--- config.mk ---
export PLATFORM = sky130hd
export DESIGN_NAME = scpm_top
export DESIGN_NICKNAME = d
export VERILOG_FILES = /design/src/verilog/scpm_top.v /design/src/verilog/scpm_rate_gen.v
export VERILOG_INCLUDE_DIRS = /design/src /design/src/verilog
export SDC_FILE = /design/constraint.sdc
export NUM_CORES = 1
export LEC_CHECK = 0
export BUFFER_PORTS_ARGS = -buffer_cell sky130_fd_sc_hd__buf_4
export CORE_UTILIZATION = 60
export CTS_BUF_LIST = sky130_fd_sc_hd__clkbuf_16
export CTS_CLUSTER_DIAMETER = 50
export CTS_CLUSTER_SIZE = 12
export DETAILED_ROUTE_END_ITERATION = 10
export PLACE_DENSITY = 0.85
export SLEW_MARGIN = 20
export SYNTH_ARGS = -nofsm -noshare
export SYNTH_HDL_FRONTEND = slang
export SYNTH_SLANG_ARGS = --single-unit
--- constraint.sdc ---
create_clock -name aclk -period 5.6 [get_ports aclk]
set_input_delay 0.56 -clock aclk [delete_from_list [all_inputs] [get_ports aclk]]
set_output_delay 0.56 -clock aclk [all_outputs]
set_load 0.01 [all_outputs]
--- src/verilog/scpm_consts.vh ---
// constants for the system clock and power mode controller
`ifndef SCPM_CONSTS_VH
`define SCPM_CONSTS_VH
// ==========================================================
// register byte offsets
`define SCPM_SYSCTL_ADDR 4'h0
`define SCPM_OSCCTL_ADDR 4'h4
`define SCPM_STATUS_ADDR 4'h8
// ==========================================================
// field positions and reset values
`define SCPM_SEL_HI 7
`define SCPM_SEL_LO 5
`define SCPM_FKEEP_BIT 1
`define SCPM_SKEEP_BIT 0
`define SCPM_OSC_EN_BIT 0
`define SCPM_OSC_STABLE_BIT 1
`define SCPM_PDF_BIT 0
`define SCPM_TOF_BIT 1
`define SCPM_SEL_RST 3'h1
`define SCPM_FKEEP_RST 1'h0
`define SCPM_SKEEP_RST 1'h0
`define SCPM_OSC_EN_RST 1'h1
`define SCPM_SEL_SUB 3'h7
// ==========================================================
// rates and timing
`define SCPM_ACLK_HZ 64'h7735940
`define SCPM_PWM_HZ 64'h1E84800
`define SCPM_FAST_RC_HZ 64'hF42400
`define SCPM_SLOW_RC_HZ 64'h7D00
`define SCPM_ACC_ONE 64'h100000000
`define SCPM_PWM_INC ((`SCPM_PWM_HZ * `SCPM_ACC_ONE) / `SCPM_ACLK_HZ)
`define SCPM_SLOW_INC ((`SCPM_SLOW_RC_HZ * `SCPM_ACC_ONE) / `SCPM_ACLK_HZ)
`define SCPM_STABLE_CNT 5'h10
`define SCPM_RESP_OKAY 2'h0
`define SCPM_RESP_SLVERR 2'h2
`endif

--- src/verilog/scpm_top.v ---
// system clock source selection and power mode control
// ==========================================================
//
// The AXI4-Lite interface to the registers and the register addresses were decided locally.
`include "scpm_consts.vh"
`default_nettype none
module scpm_top #(
    parameter ADDR_W = 4
) (
    input wire aclk,
    input wire aresetn,
    input wire [ADDR_W-1:0] s_axi_awaddr,
    input wire s_axi_awvalid,
    output wire s_axi_awready,
    input wire [31:0] s_axi_wdata,
    input wire [3:0] s_axi_wstrb,
    input wire s_axi_wvalid,
    output wire s_axi_wready,
    output wire [1:0] s_axi_bresp,
    output wire s_axi_bvalid,
    input wire s_axi_bready,
    input wire [ADDR_W-1:0] s_axi_araddr,
    input wire s_axi_arvalid,
    output wire s_axi_arready,
    output wire [31:0] s_axi_rdata,
    output wire [1:0] s_axi_rresp,
    output wire s_axi_rvalid,
    input wire s_axi_rready,
    input wire halt_req,
    input wire wake_req,
    input wire watchdog_timeout,
    output wire pwm_source_clock_en,
    output wire high_speed_clock_en,
    output wire sub_clock_en,
    output wire slow_rc_clock_en,
    output wire sys_clock_en,
    output wire core_clock_en,
    output wire core_halted,
    output wire power_down_flag,
    output wire watchdog_timeout_flag,
    output wire fast_osc_stable_flag
);
    // ======================================================
    // modes
    localparam [2:0] MODE_FAST = 3'h0;
    localparam [2:0] MODE_SLOW = 3'h1;
    localparam [2:0] MODE_SLEEP = 3'h2;
    localparam [2:0] MODE_SUB_ONLY = 3'h3;
    localparam [2:0] MODE_ALL = 3'h4;
    localparam [2:0] MODE_FAST_ONLY = 3'h5;
    localparam [1:0] SW_IDLE = 2'h0;
    localparam [1:0] SW_OLD = 2'h1;
    localparam [1:0] SW_ARM = 2'h2;
    localparam [1:0] SW_GO = 2'h3;
    localparam [63:0] PWM_INC64 = `SCPM_PWM_INC;
    localparam [63:0] SLOW_INC64 = `SCPM_SLOW_INC;

    // ======================================================
    // control and status state
    reg [2:0] sel_r;
    reg fkeep_r;
    reg skeep_r;
    reg osc_en_r;
    reg halted_r;
    reg [2:0] mode_r;
    reg halt_fkeep_r;
    reg halt_skeep_r;
    reg pdf_r;
    reg tof_r;
    reg [4:0] stab_cnt_r;
    reg stable_r;
    reg hs_phase_r;
    reg [5:0] div_cnt_r;
    reg [2:0] sel_act_r;
    reg [1:0] sw_r;
    reg pwm_en_r;
    reg hs_en_r;
    reg sub_en_r;
    reg slow_en_r;
    reg sys_en_r;
    reg core_en_r;

    // ======================================================
    // oscillators
    wire pwm_tick;
    wire slow_tick;
    wire fast_run = osc_en_r & ~(halted_r & ~halt_fkeep_r);
    wire sub_run = ~(halted_r & ~halt_skeep_r);
    wire hs_tick = pwm_tick & hs_phase_r;

    scpm_rate_gen #(
        .INC(PWM_INC64[31:0])
    ) u_fast_rc (
        .aclk(aclk),
        .aresetn(aresetn),
        .run(fast_run),
        .tick(pwm_tick)
    );

    // slow oscillator has no stop input: watchdog is always on
    scpm_rate_gen #(
        .INC(SLOW_INC64[31:0])
    ) u_slow_rc (
        .aclk(aclk),
        .aresetn(aresetn),
        .run(1'b1),
        .tick(slow_tick)
    );

    wire sub_tick = slow_tick & sub_run;

    // ======================================================
    // divider and source picking
    function [5:0] div_mask;
        input [2:0] s;
        begin
            case (s)
                3'h0: div_mask = 6'h00;
                3'h1: div_mask = 6'h01;
                3'h2: div_mask = 6'h03;
                3'h3: div_mask = 6'h07;
                3'h4: div_mask = 6'h0F;
                3'h5: div_mask = 6'h1F;
                3'h6: div_mask = 6'h3F;
                default: div_mask = 6'h00;
            endcase
        end
    endfunction

    function src_tick;
        input [2:0] s;
        input hs;
        input sub;
        input [5:0] cnt;
        begin
            if (s == `SCPM_SEL_SUB)
                src_tick = sub;
            else
                src_tick = hs & ((cnt & div_mask(s)) == div_mask(s));
        end
    endfunction

    wire act_is_sub = (sel_act_r == `SCPM_SEL_SUB);
    wire old_tick = src_tick(sel_act_r, hs_tick, sub_tick, div_cnt_r);
    wire new_tick = src_tick(sel_r, hs_tick, sub_tick, div_cnt_r);
    wire sys_keep = ~halted_r | (act_is_sub ? halt_skeep_r : halt_fkeep_r);
    wire sys_tick = (sw_r == SW_GO) ? new_tick : ((sw_r == SW_ARM) ? 1'b0 : old_tick);

    // ======================================================
    // fast oscillator stability and divider counter
    always @(posedge aclk) begin
        if (!aresetn) begin
            stab_cnt_r <= 5'h00;
            stable_r <= 1'b0;
            hs_phase_r <= 1'b0;
            div_cnt_r <= 6'h00;
        end else if (!fast_run) begin
            stab_cnt_r <= 5'h00;
            stable_r <= 1'b0;
            hs_phase_r <= 1'b0;
        end else begin
            if (pwm_tick) begin
                hs_phase_r <= ~hs_phase_r;
            end
            if (hs_tick) begin
                div_cnt_r <= div_cnt_r + 6'h01;
                if (stab_cnt_r != `SCPM_STABLE_CNT) begin
                    stab_cnt_r <= stab_cnt_r + 5'h01;
                end
                if (stab_cnt_r == `SCPM_STABLE_CNT - 5'h01) begin
                    stable_r <= 1'b1;
                end
            end
        end
    end

    // ======================================================
    // glitch-free source switch
    // the first new edge after the last old edge is skipped, so the gap
    // across a switch is never shorter than one period of the new source
    always @(posedge aclk) begin
        if (!aresetn) begin
            sel_act_r <= `SCPM_SEL_RST;
            sw_r <= SW_IDLE;
        end else begin
            case (sw_r)
                SW_IDLE: begin
                    if (sel_r != sel_act_r) begin
                        sw_r <= SW_OLD;
                    end
                end
                SW_OLD: begin
                    if (sel_r == sel_act_r) begin
                        sw_r <= SW_IDLE;
                    end else if (old_tick) begin
                        sw_r <= SW_ARM;
                    end
                end
                SW_ARM: begin
                    if (new_tick) begin
                        sw_r <= SW_GO;
                    end
                end
                SW_GO: begin
                    if (new_tick) begin
                        sel_act_r <= sel_r;
                        sw_r <= SW_IDLE;
                    end
                end
                default: sw_r <= SW_IDLE;
            endcase
        end
    end

    // ======================================================
    // halt and wake
    always @(posedge aclk) begin
        if (!aresetn) begin
            halted_r <= 1'b0;
            halt_fkeep_r <= 1'b0;
            halt_skeep_r <= 1'b0;
            mode_r <= MODE_FAST;
        end else if (halted_r) begin
            if (wake_req) begin
                halted_r <= 1'b0;
                mode_r <= act_is_sub ? MODE_SLOW : MODE_FAST;
            end
        end else if (halt_req) begin
            halted_r <= 1'b1;
            halt_fkeep_r <= fkeep_r;
            halt_skeep_r <= skeep_r;
            case ({fkeep_r, skeep_r})
                2'b00: mode_r <= MODE_SLEEP;
                2'b01: mode_r <= MODE_SUB_ONLY;
                2'b11: mode_r <= MODE_ALL;
                default: mode_r <= MODE_FAST_ONLY;
            endcase
        end else begin
            mode_r <= act_is_sub ? MODE_SLOW : MODE_FAST;
        end
    end

    // ======================================================
    // clock enable outputs, all registered
    always @(posedge aclk) begin
        if (!aresetn) begin
            pwm_en_r <= 1'b0;
            hs_en_r <= 1'b0;
            sub_en_r <= 1'b0;
            slow_en_r <= 1'b0;
            sys_en_r <= 1'b0;
            core_en_r <= 1'b0;
        end else begin
            pwm_en_r <= pwm_tick;
            hs_en_r <= hs_tick;
            sub_en_r <= sub_tick;
            slow_en_r <= slow_tick;
            sys_en_r <= sys_tick & sys_keep;
            core_en_r <= sys_tick & ~halted_r;
        end
    end

    // ======================================================
    // axi4-lite slave
    reg awready_r;
    reg wready_r;
    reg bvalid_r;
    reg [1:0] bresp_r;
    reg arready_r;
    reg rvalid_r;
    reg [1:0] rresp_r;
    reg [31:0] rdata_r;
    reg [ADDR_W-1:0] awaddr_r;
    reg [31:0] wdata_r;
    reg [3:0] wstrb_r;
    reg aw_full_r;
    reg w_full_r;

    wire aw_hs = s_axi_awvalid & awready_r;
    wire w_hs = s_axi_wvalid & wready_r;
    wire ar_hs = s_axi_arvalid & arready_r;
    wire do_wr = aw_full_r & w_full_r & ~bvalid_r;
    wire wr_lane = wstrb_r[0];
    wire wr_sys = do_wr & wr_lane & (awaddr_r[3:0] == `SCPM_SYSCTL_ADDR);
    wire wr_osc = do_wr & wr_lane & (awaddr_r[3:0] == `SCPM_OSCCTL_ADDR);
    wire wr_sts = do_wr & wr_lane & (awaddr_r[3:0] == `SCPM_STATUS_ADDR);
    wire wr_hit = (awaddr_r[3:0] == `SCPM_SYSCTL_ADDR)
        | (awaddr_r[3:0] == `SCPM_OSCCTL_ADDR)
        | (awaddr_r[3:0] == `SCPM_STATUS_ADDR);
    wire slow_sel = (sel_r == `SCPM_SEL_SUB) & (sel_act_r == `SCPM_SEL_SUB);

    always @(posedge aclk) begin
        if (!aresetn) begin
            awready_r <= 1'b1;
            wready_r <= 1'b1;
            aw_full_r <= 1'b0;
            w_full_r <= 1'b0;
            awaddr_r <= {ADDR_W{1'b0}};
            wdata_r <= 32'h00000000;
            wstrb_r <= 4'h0;
            bvalid_r <= 1'b0;
            bresp_r <= `SCPM_RESP_OKAY;
        end else begin
            if (aw_hs) begin
                awaddr_r <= s_axi_awaddr;
                aw_full_r <= 1'b1;
                awready_r <= 1'b0;
            end
            if (w_hs) begin
                wdata_r <= s_axi_wdata;
                wstrb_r <= s_axi_wstrb;
                w_full_r <= 1'b1;
                wready_r <= 1'b0;
            end
            if (do_wr) begin
                aw_full_r <= 1'b0;
                w_full_r <= 1'b0;
                bvalid_r <= 1'b1;
                bresp_r <= wr_hit ? `SCPM_RESP_OKAY : `SCPM_RESP_SLVERR;
            end
            if (bvalid_r & s_axi_bready) begin
                bvalid_r <= 1'b0;
                awready_r <= 1'b1;
                wready_r <= 1'b1;
            end
        end
    end

    // software registers; hardware sets win over write-one clears
    always @(posedge aclk) begin
        if (!aresetn) begin
            sel_r <= `SCPM_SEL_RST;
            fkeep_r <= `SCPM_FKEEP_RST;
            skeep_r <= `SCPM_SKEEP_RST;
            osc_en_r <= `SCPM_OSC_EN_RST;
            pdf_r <= 1'b0;
            tof_r <= 1'b0;
        end else begin
            if (wr_sys) begin
                sel_r <= wdata_r[`SCPM_SEL_HI:`SCPM_SEL_LO];
                fkeep_r <= wdata_r[`SCPM_FKEEP_BIT];
                skeep_r <= wdata_r[`SCPM_SKEEP_BIT];
            end
            // clearing the enable is refused unless fully in slow mode
            if (wr_osc & (wdata_r[`SCPM_OSC_EN_BIT] | slow_sel)) begin
                osc_en_r <= wdata_r[`SCPM_OSC_EN_BIT];
            end
            if (wr_sts & wdata_r[`SCPM_PDF_BIT]) begin
                pdf_r <= 1'b0;
            end
            if (wr_sts & wdata_r[`SCPM_TOF_BIT]) begin
                tof_r <= 1'b0;
            end
            if (halt_req & ~halted_r) begin
                pdf_r <= 1'b1;
                tof_r <= 1'b0;
            end
            if (watchdog_timeout) begin
                tof_r <= 1'b1;
            end
        end
    end

    always @(posedge aclk) begin
        if (!aresetn) begin
            arready_r <= 1'b1;
            rvalid_r <= 1'b0;
            rresp_r <= `SCPM_RESP_OKAY;
            rdata_r <= 32'h00000000;
        end else if (ar_hs) begin
            arready_r <= 1'b0;
            rvalid_r <= 1'b1;
            rresp_r <= `SCPM_RESP_OKAY;
            case (s_axi_araddr[3:0])
                `SCPM_SYSCTL_ADDR:
                    rdata_r <= {24'h000000, sel_r, 3'h0, fkeep_r, skeep_r};
                `SCPM_OSCCTL_ADDR:
                    rdata_r <= {30'h00000000, stable_r, osc_en_r};
                `SCPM_STATUS_ADDR:
                    rdata_r <= {23'h000000, (sw_r != SW_IDLE), sel_act_r,
                        mode_r, tof_r, pdf_r};
                default: begin
                    rdata_r <= 32'h00000000;
                    rresp_r <= `SCPM_RESP_SLVERR;
                end
            endcase
        end else if (rvalid_r & s_axi_rready) begin
            rvalid_r <= 1'b0;
            arready_r <= 1'b1;
        end
    end

    // ======================================================
    // outputs
    assign s_axi_awready = awready_r;
    assign s_axi_wready = wready_r;
    assign s_axi_bvalid = bvalid_r;
    assign s_axi_bresp = bresp_r;
    assign s_axi_arready = arready_r;
    assign s_axi_rvalid = rvalid_r;
    assign s_axi_rresp = rresp_r;
    assign s_axi_rdata = rdata_r;
    assign pwm_source_clock_en = pwm_en_r;
    assign high_speed_clock_en = hs_en_r;
    assign sub_clock_en = sub_en_r;
    assign slow_rc_clock_en = slow_en_r;
    assign sys_clock_en = sys_en_r;
    assign core_clock_en = core_en_r;
    assign core_halted = halted_r;
    assign power_down_flag = pdf_r;
    assign watchdog_timeout_flag = tof_r;
    assign fast_osc_stable_flag = stable_r;
endmodule
`default_nettype wire

--- src/verilog/scpm_rate_gen.v ---
// fractional rate generator: one-cycle enable pulses at INC/2^32 of aclk
`default_nettype none
module scpm_rate_gen #(
    parameter [31:0] INC = 32'h00000001
) (
    input wire aclk,
    input wire aresetn,
    input wire run,
    output wire tick
);
    reg [31:0] acc_r;
    reg tick_r;
    wire [32:0] sum = {1'b0, acc_r} + {1'b0, INC};

    // phase is kept while stopped so a restart is not early
    always @(posedge aclk) begin
        if (!aresetn) begin
            acc_r <= 32'h00000000;
            tick_r <= 1'b0;
        end else if (run) begin
            acc_r <= sum[31:0];
            tick_r <= sum[32];
        end else begin
            tick_r <= 1'b0;
        end
    end

    assign tick = tick_r;
endmodule
`default_nettype wire

## Yosys cells after proc, flatten, opt, wreduce, memory -nomap -nowiden

Cells that the tools add are included.

| cells by class | value |
|---|---|
| eq/ne operators | 34 |
| $add $sub $neg | 4 |
| multiplexer cells | 35 |
| reduce and logical (&&, ||, !) cells | 18 |
| bitwise gates (word level) | 39 |

Operators by type and width:

| cell | count |
|---|---|
| $pmux W6 S6 | 2 |
| $add A32 B21 Y33 const B | 1 |
| $add A32 B31 Y33 const B | 1 |
| $pmux W9 S3 | 1 |
| $and A1 B1 Y1 | 25 |
| $eq A3 B3 Y1 const B | 8 |
| $mux W1 | 18 |
| $mux W2 | 7 |
| $and A6 B6 Y6 | 2 |
| $eq A3 B2 Y1 const B | 4 |
| $eq A6 B6 Y1 | 2 |
| $mux W6 | 2 |
| $reduce_and A2 Y1 | 6 |
| $mux W3 | 3 |
| $pmux W3 S3 | 1 |
| $eq A4 B3 Y1 const B | 2 |
| $eq A4 B4 Y1 const B | 2 |
| $logic_not A4 Y1 | 2 |
| $ne A2 B2 Y1 const B | 4 |
| $not A1 Y1 | 8 |
| $pmux W2 S4 | 1 |
| $add A6 B1 Y6 const B | 1 |
| $eq A2 B2 Y1 const B | 3 |
| $eq A3 B1 Y1 const B | 2 |
| 14 further kinds | 22 |

| storage, ports and cells | value |
|---|---|
| bits in registers | 160 |
| bits of input ports | 54 |
| output and inout bits | 51 |

## Depth between registers and ports, before layout

| depth | value |
|---|---|
| depth in word-level cells | 10 |
| gate-level depth with buffers | 8 |
| gate-level depth less buffers | 8 |

## Hierarchy

From an unflattened synthesis, not the netlist that was laid out.

| second synthesis, totals | value |
|---|---|
| cell total of the unflattened synthesis | 759 |
| area, all modules | 6513.7 µm² |

By module, submodules not included:

| module | cells each | instances | area each (µm²) | sequential area each (µm²) |
|---|---|---|---|---|
| scpm_top | 360 | 1 | 3138.0 | 1321.3 |
| scpm_rate_gen at u_fast_rc | 215 | 1 | 1778.0 | 660.6 |
| scpm_rate_gen at u_slow_rc | 184 | 1 | 1597.8 | 660.6 |

## Worst setup path before layout

No wires, ideal clock.

| path | value |
|---|---|
| kind | flip-flop to flip-flop |
| from | reg u_fast_rc.acc_r[0] |
| to | reg u_fast_rc.acc_r[10] |
| library setup time | 0.128 ns |
| stages on the path, launching flop included | 9 |
| setup slack | 3.797 ns |
| data arrival time | 1.675 ns |
| cell sequence | dfxtp_1 inv_1 ha_1 nand2b_1 a21oi_1 o21ai_0 or4b_2 xor2_1 nor2_1 |

| between the ends | value |
|---|---|
| word-level cells in the longest chain between the ends | 1 |

Ends and longest elaborated chain:

| what | RTL line | RTL |
|---|---|---|
| start: declaration | scpm_rate_gen.v:11 | `reg [31:0] acc_r;` |
| start signal: assignment | scpm_rate_gen.v:21 | `acc_r <= sum[31:0];` |
| $add A32 B31 Y33 | scpm_rate_gen.v:13 | `wire [32:0] sum = {1'b0, acc_r} + {1'b0, INC};` |

No other way between the ends.
A chain may end at the register's enable or synchronous reset.

## Worst setup path after layout

| path | value |
|---|---|
| from | reg div_cnt_r[0] |
| to | reg sys_en_r (netlist: sys_clock_en) |

| between the ends | value |
|---|---|
| word-level cells in the longest chain between the ends | 7 |

Ends and longest elaborated chain:

| what | RTL line | RTL |
|---|---|---|
| start: declaration | scpm_top.v:73 | `reg [5:0] div_cnt_r;` |
| start signal: assignment | scpm_top.v:166 | `div_cnt_r <= div_cnt_r + 6'h01;` |
| $and A6 B6 Y6 | scpm_top.v:139 | `src_tick = hs & ((cnt & div_mask(s)) == div_mask(s));` |
| $eq A6 B6 Y1 | scpm_top.v:139 |  |
| $and A1 B1 Y1 | scpm_top.v:139 |  |
| $mux W1 | scpm_top.v:136 | `` if (s == `SCPM_SEL_SUB) `` |
| $mux W1 | scpm_top.v:147 | `wire sys_tick = (sw_r == SW_GO) ? new_tick : ((sw_r == SW_ARM) ? 1'b0 : old_tick);` |
| $mux W1 * | scpm_top.v:147 |  |
| $and A1 B1 Y1 * | scpm_top.v:258 | `sys_en_r <= sys_tick & sys_keep;` |
| end signal: assignment | scpm_top.v:258 |  |
| end: declaration | scpm_top.v:80 | `reg sys_en_r;` |

Every way passes the cells marked *; elsewhere a longest branch is shown, timed or not.

==> run_results.csv <==
group,metric,value,unit
clocking,cts-hold-fix-buffers,0,
placed_design,gp_congestion,0.853,
route,drc_errors,0,
worst_hold_path,hold_class,"in -> reg",
grt,grt_pass1_wl,21700,um
sta,setup-tns-final,0,ns
route,first_pass_iters,5,
placed_design,place_ws,3.21,ns
clocking,cts_resized,0,
clocking,cts_root_buf,"clkbuf_16",
worst_setup_path,criticalPathCategory,"reg -> reg",
route,wl,12800,um
sta,post-route-period-util,39.8,%
layout,drive_gt1_share,12.3,%
pwr,power_per_cell_area,376,nW/um^2
synth,avgSynthCellArea,8.41,sq um
route,routed-via-count,5091,
route,viasPerCell,5.63,
die,row_count,36,
grt,grt-ovfl-total,0,
synth,ys_types,69,
synth,synth_edf_count,0,
synth,synth_cells,719,
grt,grtUsageTotal,26.7,%
route,drtIter0Drc,251,
synth,yosysMostFrequentCell,"dfxtp_1",
synth,synth_top_area_cell,"dfxtp_1",
synth,yosysTopAreaCellShare,43.7,%
layout,antenna_cells,0,
pwr,power_leakage,0.00285,uW
clocking,cts_tree,"done",
placed_design,dpl_cell_area,6380,sq um
sta,final.setup.worst_slack,3.37,ns
clocking,clock_latency,0.41,ns
worst_setup_path,arrival,2.51,ns
synth,synth-seq-area-share,43.7,%
synth,synth.cell_area,6040,sq um
die,design.core.area,9770,sq um
run_status,status,"complete, no violations",
sta,skew,0.00855,ns
worst_setup_path,cp-start-kind,"flip-flop",
die,die_area,10500,sq um
clocking,clk_pin_slew_worst_paths,0.06,ns
synth,synth_seq_cells,132,
clocking,cts_max_level,4,
layout,regArea,2640,sq um
layout,area_delta_synth_final,15.4,%
worst_setup_path,required,5.88,ns
clocking,post_cts_buffers,0,
synth,yosys_warnings,0,
route,postRouteAntennaNets,0,
placed_design,dp_hpwl,8420,um
sta,tightest_slew,0.985,ns
sta,hold_viol_final,0,
synth,synthArstFlopShare,0,%
job,cap_viol_max_count,0,
grt,grt_pass1_vias,4874,
die,fp.dieW,102,um
pwr,worst_ir_drop_vdd,0.000371,V
clocking,clockBufferDepth,2,
sta,max_slew_margin,34.3,%
route,wl_per_cell,14.2,um
sta,fmax,0.449,GHz
clocking,cts_sinks,132,
die,die_h,102,um
synth,synth.area.top_cells,"dfxtp_1 (44%), nor2_1 (5.9%), a21oi_1 (4.9%), xnor2_1 (4.1%), nand2_1 (3.7%)",
layout,design_area,6970,sq um
sta,fin_crit,2.23,ns
clocking,cts_buffers,17,
grt,antenna_found_initial,0,
layout,fin_nets,823,
worst_setup_path,worst-path-max-fanout,8,
die,start_util,61.8,%
layout,nFillCells,729,
die,io_pins,105,
synth,synth_ff_type,"dfxtp_1",
layout,multi_input_area,3090,sq um
grt,grt_max_degree,56,
synth,synthTopCellsByCount,"dfxtp_1 (132), nor2_1 (95), a21oi_1 (59), nand2_1 (59), nand3_1 (38)",
worst_setup_path,endpoint_kind,"flip-flop",
sta,rsz0062_at_grt,"no",
sta,drv_slew,0,
placed_design,port_buffers,49,
sta,setup_viol,0,
## area by class of cell
cell class              count  share of cell area, %
flip-flops and latches    132                   37.9
clock inverters            15                   2.39
inverters                  27                   1.45
well taps                 133                   2.39
multi-input cells         530                   44.3
repair buffers             51                   5.49
clock buffers              17                   6.10
## worst max-delay path, stage by stage, from the launching register on
cell      delay (ns)
dfxtp_1         0.49
nand4_1         0.21
o31ai_1         0.32
a41oi_1         0.32
nor2_1          0.29
nor2_1          0.10
a211oi_1        0.36
## cells in the final DEF, fill, tap and decap left out, types with 15 or more instances in the layout
| cell | instances |
|---|---|
| conb_1 | 25 |
| nand3_1 | 38 |
| nand2_1 | 59 |
| xnor2_1 | 28 |
| xor2_1 | 24 |
| dfxtp_1 | 132 |
| clkbuf_16 | 17 |
| a21oi_1 | 59 |
| mux2i_1 | 17 |
| o21ai_0 | 37 |
| buf_4 | 51 |
| or3_1 | 15 |
| nor2_1 | 95 |
| inv_1 | 27 |
## through the flow
stage | total power, uW | hold WS [ns] | util (%) | std cells
finish | 2620 | 0.360 | 71.3 | 905
global route | 2740 | 0.345 | 71.3 | 905
floorplan | 1450 | 0.426 | - | 743
detailed placement | 1530 | 0.444 | 65.3 | 873
CTS | 2630 | 0.349 | 71.3 | 905
global placement | 1510 | 0.443 | 65.3 | 873
## final timing paths
path	start	end	slack [ns]	cells past startpoint
worst max-delay path	div_cnt_r[0]$_SDFFE_PN0P_	sys_clock_en$_SDFF_PN0_	3.37	6
worst max register to register	div_cnt_r[0]$_SDFFE_PN0P_	sys_clock_en$_SDFF_PN0_	3.37	6
worst min-delay path	watchdog_timeout	watchdog_timeout_flag$_SDFFE_PN0P_	0.36	2
worst min register to register	s_axi_rdata[4]$_SDFFE_PN0P_	s_axi_rdata[4]$_SDFFE_PN0P_	0.46	2
## cells by family after synthesis
logic type | share of synthesized area, %
flops | 43.7
other cells | 0.0620
simple gates | 21.0
xor+xnor | 7.53
compound gates | 16.1
mux | 2.82
fa+ha+maj | 2.07
buf+inv | 6.75
## sequential cells by signal (all words and copies together) (netlist names), 3 cells and up, named ones only
signal,flops
sel_r,3
sel_act_r,3
mode_r,3
wdata_r,5
u_slow_rc.acc_r,32
stab_cnt_r,5
u_fast_rc.acc_r,32
s_axi_rdata,9
div_cnt_r,6
awaddr_r,4
## metal layers
| layer | global-route usage (%) | part of all wire, % |
|---|---|---|
| met1 | 29.8 | 43 |
| met2 | 46.6 | 50 |
| met3 | 7.66 | 4.6 |
| met4 | 13.1 | 2.3 |
| met5 | 0 | 0 |
## where the power goes
| group | internal (uW) | leakage [uW] | switching (uW) |
|---|---|---|---|
| combinational | 176 | 0.00149 | 215 |
| sequential | 1030 | 0.00108 | 96.4 |
| clock | 694 | 0.000287 | 409 |
(Power assumes the default switching activity.)
